==> config.mk <==
export PLATFORM = sky130hd
export DESIGN_NAME = limit_compare_flat
export DESIGN_NICKNAME = d
export VERILOG_FILES = /design/src/design/stack_pkg.sv /design/src/design/limit_if.sv /design/src/design/limit_compare.sv /design/src/flat_wrapper.sv
export SDC_FILE = /design/constraint.sdc
export NUM_CORES = 1
export LEC_CHECK = 0
export BUFFER_PORTS_ARGS = -buffer_cell sky130_fd_sc_hd__buf_2
export CAP_MARGIN = 40
export CORE_AREA = 4 4 41 43
export DETAILED_ROUTE_END_ITERATION = 7
export DIE_AREA = 0 0 45 47
export PLACE_DENSITY_LB_ADDON = 0.3
export SLEW_MARGIN = 40
export SYNTH_ARGS = -nofsm -noshare
export SYNTH_HDL_FRONTEND = slang
export SYNTH_SLANG_ARGS = --single-unit
==> constraint.sdc <==
create_clock -name vclk -period 1.3
set_input_delay 0.065 -clock vclk [all_inputs]
set_output_delay 0.065 -clock vclk [all_outputs]
set_load 0.01 [all_outputs]
==> src/design/stack_pkg.sv <==
// Shared constants and types for the stack pointer and limit checker.
// Assumes a 16-bit byte-addressed data space with word-aligned stacks.
package stack_pkg;

  localparam int          ADDR_W      = 16;
  localparam int          BYTE_W      = 8;
  localparam int          PC_HI_W     = 8;
  // Addresses below this floor belong to the special register space.
  localparam logic [15:0] STACK_FLOOR = 16'h0800;
  // One 16-bit word is two byte addresses.
  localparam logic [15:0] WORD_STEP   = 16'h0002;
  // Pointer value after reset; chosen to sit on the floor.
  localparam logic [15:0] SP_RESET    = 16'h0800;
  localparam logic [15:0] ZERO_WORD   = 16'h0000;
  localparam logic [7:0]  ZERO_BYTE   = 8'h00;
  localparam int          ALIGN_BIT   = 0;

  // What a push places on the stack.
  typedef enum logic [1:0] {
    PUSH_DATA = 2'b00,
    PUSH_CALL = 2'b01,
    PUSH_EXC  = 2'b10
  } push_kind_t;

endpackage

==> src/design/limit_if.sv <==
// Carrier between the stack pointer logic and its limit comparator.
// Assumes both ends sit on the same core clock.
`timescale 1ns/1ns
interface limit_if;
  logic [15:0] effective_addr; // Address formed through the stack pointer.
  logic [15:0] limit;          // Current stack limit, bit 0 clear.
  logic        over;           // Address lies above the limit.
  logic        under;          // Address lies below the floor.

  modport cmp (
    input  effective_addr,
    input  limit,
    output over,
    output under
  );
  modport ctl (
    output effective_addr,
    output limit,
    input  over,
    input  under
  );
endinterface // limit_if

==> src/design/limit_compare.sv <==
// Combinational comparator of a stack effective address with the limits.
// Assumes the caller forms the address and holds the limit register.
`timescale 1ns/1ns
module limit_compare (
  limit_if.cmp bus // Address in, over and under flags out.
);
  import stack_pkg::*;

  // Both bounds are checked on every address so a single trap covers both.
  always_comb begin
    bus.over  = bus.effective_addr > bus.limit;
    bus.under = bus.effective_addr < STACK_FLOOR;
  end

endmodule // limit_compare

==> src/flat_wrapper.sv <==
// flat-port wrapper written by rule: the top's interface ports become plain ports
module limit_compare_flat import stack_pkg::*;
  (bus_effective_addr, bus_limit, bus_over, bus_under);
  limit_if bus_i ();
  input wire logic [$bits(bus_i.effective_addr)-1:0] bus_effective_addr;
  input wire logic [$bits(bus_i.limit)-1:0] bus_limit;
  output wire logic [$bits(bus_i.over)-1:0] bus_over;
  output wire logic [$bits(bus_i.under)-1:0] bus_under;
  assign bus_i.effective_addr = bus_effective_addr;
  assign bus_i.limit = bus_limit;
  assign bus_over = bus_i.over;
  assign bus_under = bus_i.under;
  limit_compare u_core (.bus(bus_i));
endmodule
==> out/qor.txt <==
Post-Layout Cell Count: 113
Power Internal: 162 uW
Unique masters post-synth: 16
Least-Margin Pin Slew: 0.217 ns
Hold Crit Class: in2out
Top delay family on crit path: compound AO/OA/AOI/OAI gates
Sequential cell count: 0
Row cnt: 13
Dpl cells: 112
Syn nets: 106
Diodes inserted: 0
Area contributors post-synth: ha_1, inv_1, a21oi_1, nand4_1, nor4_2
Final setup viols: 1
Fillers: 101
Critical Path Fanout Max: 3
Yosys warnings: 0
Worst EP arrival: 1.36 ns
Post-Syn Instances: 58
Synth cell count leaders: ha_1, inv_1, a21oi_1
Vias in the first global route: 582
Final worst-path setup slack: -0.128 ns
# clk buffers: 0
Residual DRC: 0
Comb pwr share: 1.000
# port buffers: 34
Crit path buffers/inverters: 2
Status: finished with violations
Worst path max stage delay: 0.30 ns
GP Congestion: 0.645
RSZ-0062 raised after global routing: yes
Worst vdd ir: 0.174 mV
Worst Path Required: 1.24 ns
Sequential area share after synthesis: 0
Final core utilization: 0.692
DIE AREA: 0.00212 mm^2
Max_cap viols: 0
Dominant cell type by area after synthesis: ha_1
Avg Cell Area, Syn: 7.21 um^2
IO Count: 34
Tmin final: 1.43 ns
Power per Cell Area: 309 mW/mm^2
Largest net degree at the start of global routing: 4
Clock power share: 0
First-pass GRT wire length: 2.15 mm
Dpl hpwl: 936 um
TritonRoute pass-1 iters: 4
Routed WL: 1.38 mm
Core area: 0.00130 mm^2
Final Hold Fails: 0
Slew HR: 0.855
Worst setup EP type: output port
Fmax achieved: 0.700 GHz
Routed length per instance: 12.2 um
P&R area growth vs syn: 116%
Worst Setup Start Kind: input pin
First DRT Iteration DRCs: 2
Sw Ratio: 0.416
CP cell instances: buf_2 -> ha_4 -> nand4_1 -> nor2_1 -> a221o_1 -> o31a_1 -> buf_2
Mapped Area: 418 um^2
Die W: 45 um
Failing checks: negative setup slack
Sequential cell area: 0 um^2
Synth top area share: 0.479
Initial antenna violation count: 0
Layout cells sized above 1: 0.694
Leakage power: 0.450 nW
Nets@finish: 148
Gr ovfl total: 0
Crit-path most repeated cell: buf_2
Slowest cell on the critical path: a221o_1
Period utilisation layout: 1.10
Antenna Nets Post-Route: 0
Routed vias: 553
Initial core utilization: 0.321
Total Routing Usage GR: 0.133
P_sw: 116 uW
Max-slew violation count: 0
Die Span Y: 47 um
Seq pwr share: 0
Critical path class: in2out
Vias per cell: 4.89
==> metal layers <==
layer	share of wire	track usage	up-vias	routed length (um)
li1	-	-	281	-
met3	0.079	0.00766	2	110
met1	0.35	0.142	245	485
met5	0	0	-	0
met4	0.014	0.0234	0	20
met2	0.56	0.282	25	769
==> final timing paths <==
path / startpoint / to / cells past startpoint
worst max-delay path: bus_effective_addr[13] / bus_over / 7
worst min-delay path: bus_effective_addr[15] / bus_under / 3
==> repair_timing <==
action                     4_1_cts  5_1_grt
cloned                           0        0
hold buffers                     0        0
setup endpoints to repair        1        1
pin swaps                       22        7
buffers inserted                 1        0
gates resized for setup         30       16
==> cell usage in the layout, fill, tap and decap left out, drive strengths merged <==
master,count
and2,1
inv,16
nor4,1
ha,16
o31a,1
a21oi,6
a21o,1
a21boi,1
nand3,2
o21ai,2
a221o,1
nor2b,1
nand4,3
nor2,2
or4,1
buf,40
nand2,3
==> cell type report <==
cell class                      count  area, um^2  area share
Multi-Input combinational cell     42         512       0.568
Timing Repair Buffer               40         303       0.336
Inverter                           16        67.6      0.0750
Tap cell                           15        18.8      0.0208
==> kinds of logic (layout without fill, tap and decap cells) <==
| kind of cell | Yosys count | count (layout) | synth area share |
|---|---|---|---|
| buffers and inverters | 16 | 56 | 0.144 |
| AND/OR/NAND/NOR | 14 | 14 | 0.192 |
| AO/OA/AOI/OAI | 12 | 12 | 0.186 |
| adder cells (fa/ha/maj) | 16 | 16 | 0.479 |
==> tightest hold or removal path, delay by kind of cell <==
| family | cells | cell delay, ns |
|---|---|---|
| buf+inv | 2 | 0.25 |
| simple gates | 1 | 0.05 |
==> power groups by stage <==
stage	clock, mW	sequential, mW	combinational [mW]
final	0	0	0.278
after global routing	0	0	0.311
after CTS	0	0	0.247
after detailed placement	0	0	0.180
after global placement	0	0	0.175
after floorplan	0	0	0.0889
==> stage by stage <==
stage,cell area [um^2],worst slack [ns],TNS (ns),hold WS (ns),power [mW]
after global placement,644,-0.177,-0.177,0.380,0.175
after global routing,901,-0.232,-0.232,0.448,0.311
after floorplan,418,0.0514,0,0.178,0.0889
after detailed placement,644,-0.212,-0.212,0.382,0.180
after CTS,825,-0.117,-0.117,0.418,0.247
final,901,-0.128,-0.128,0.424,0.278
Note: power is estimated with default switching activity, not from simulation.
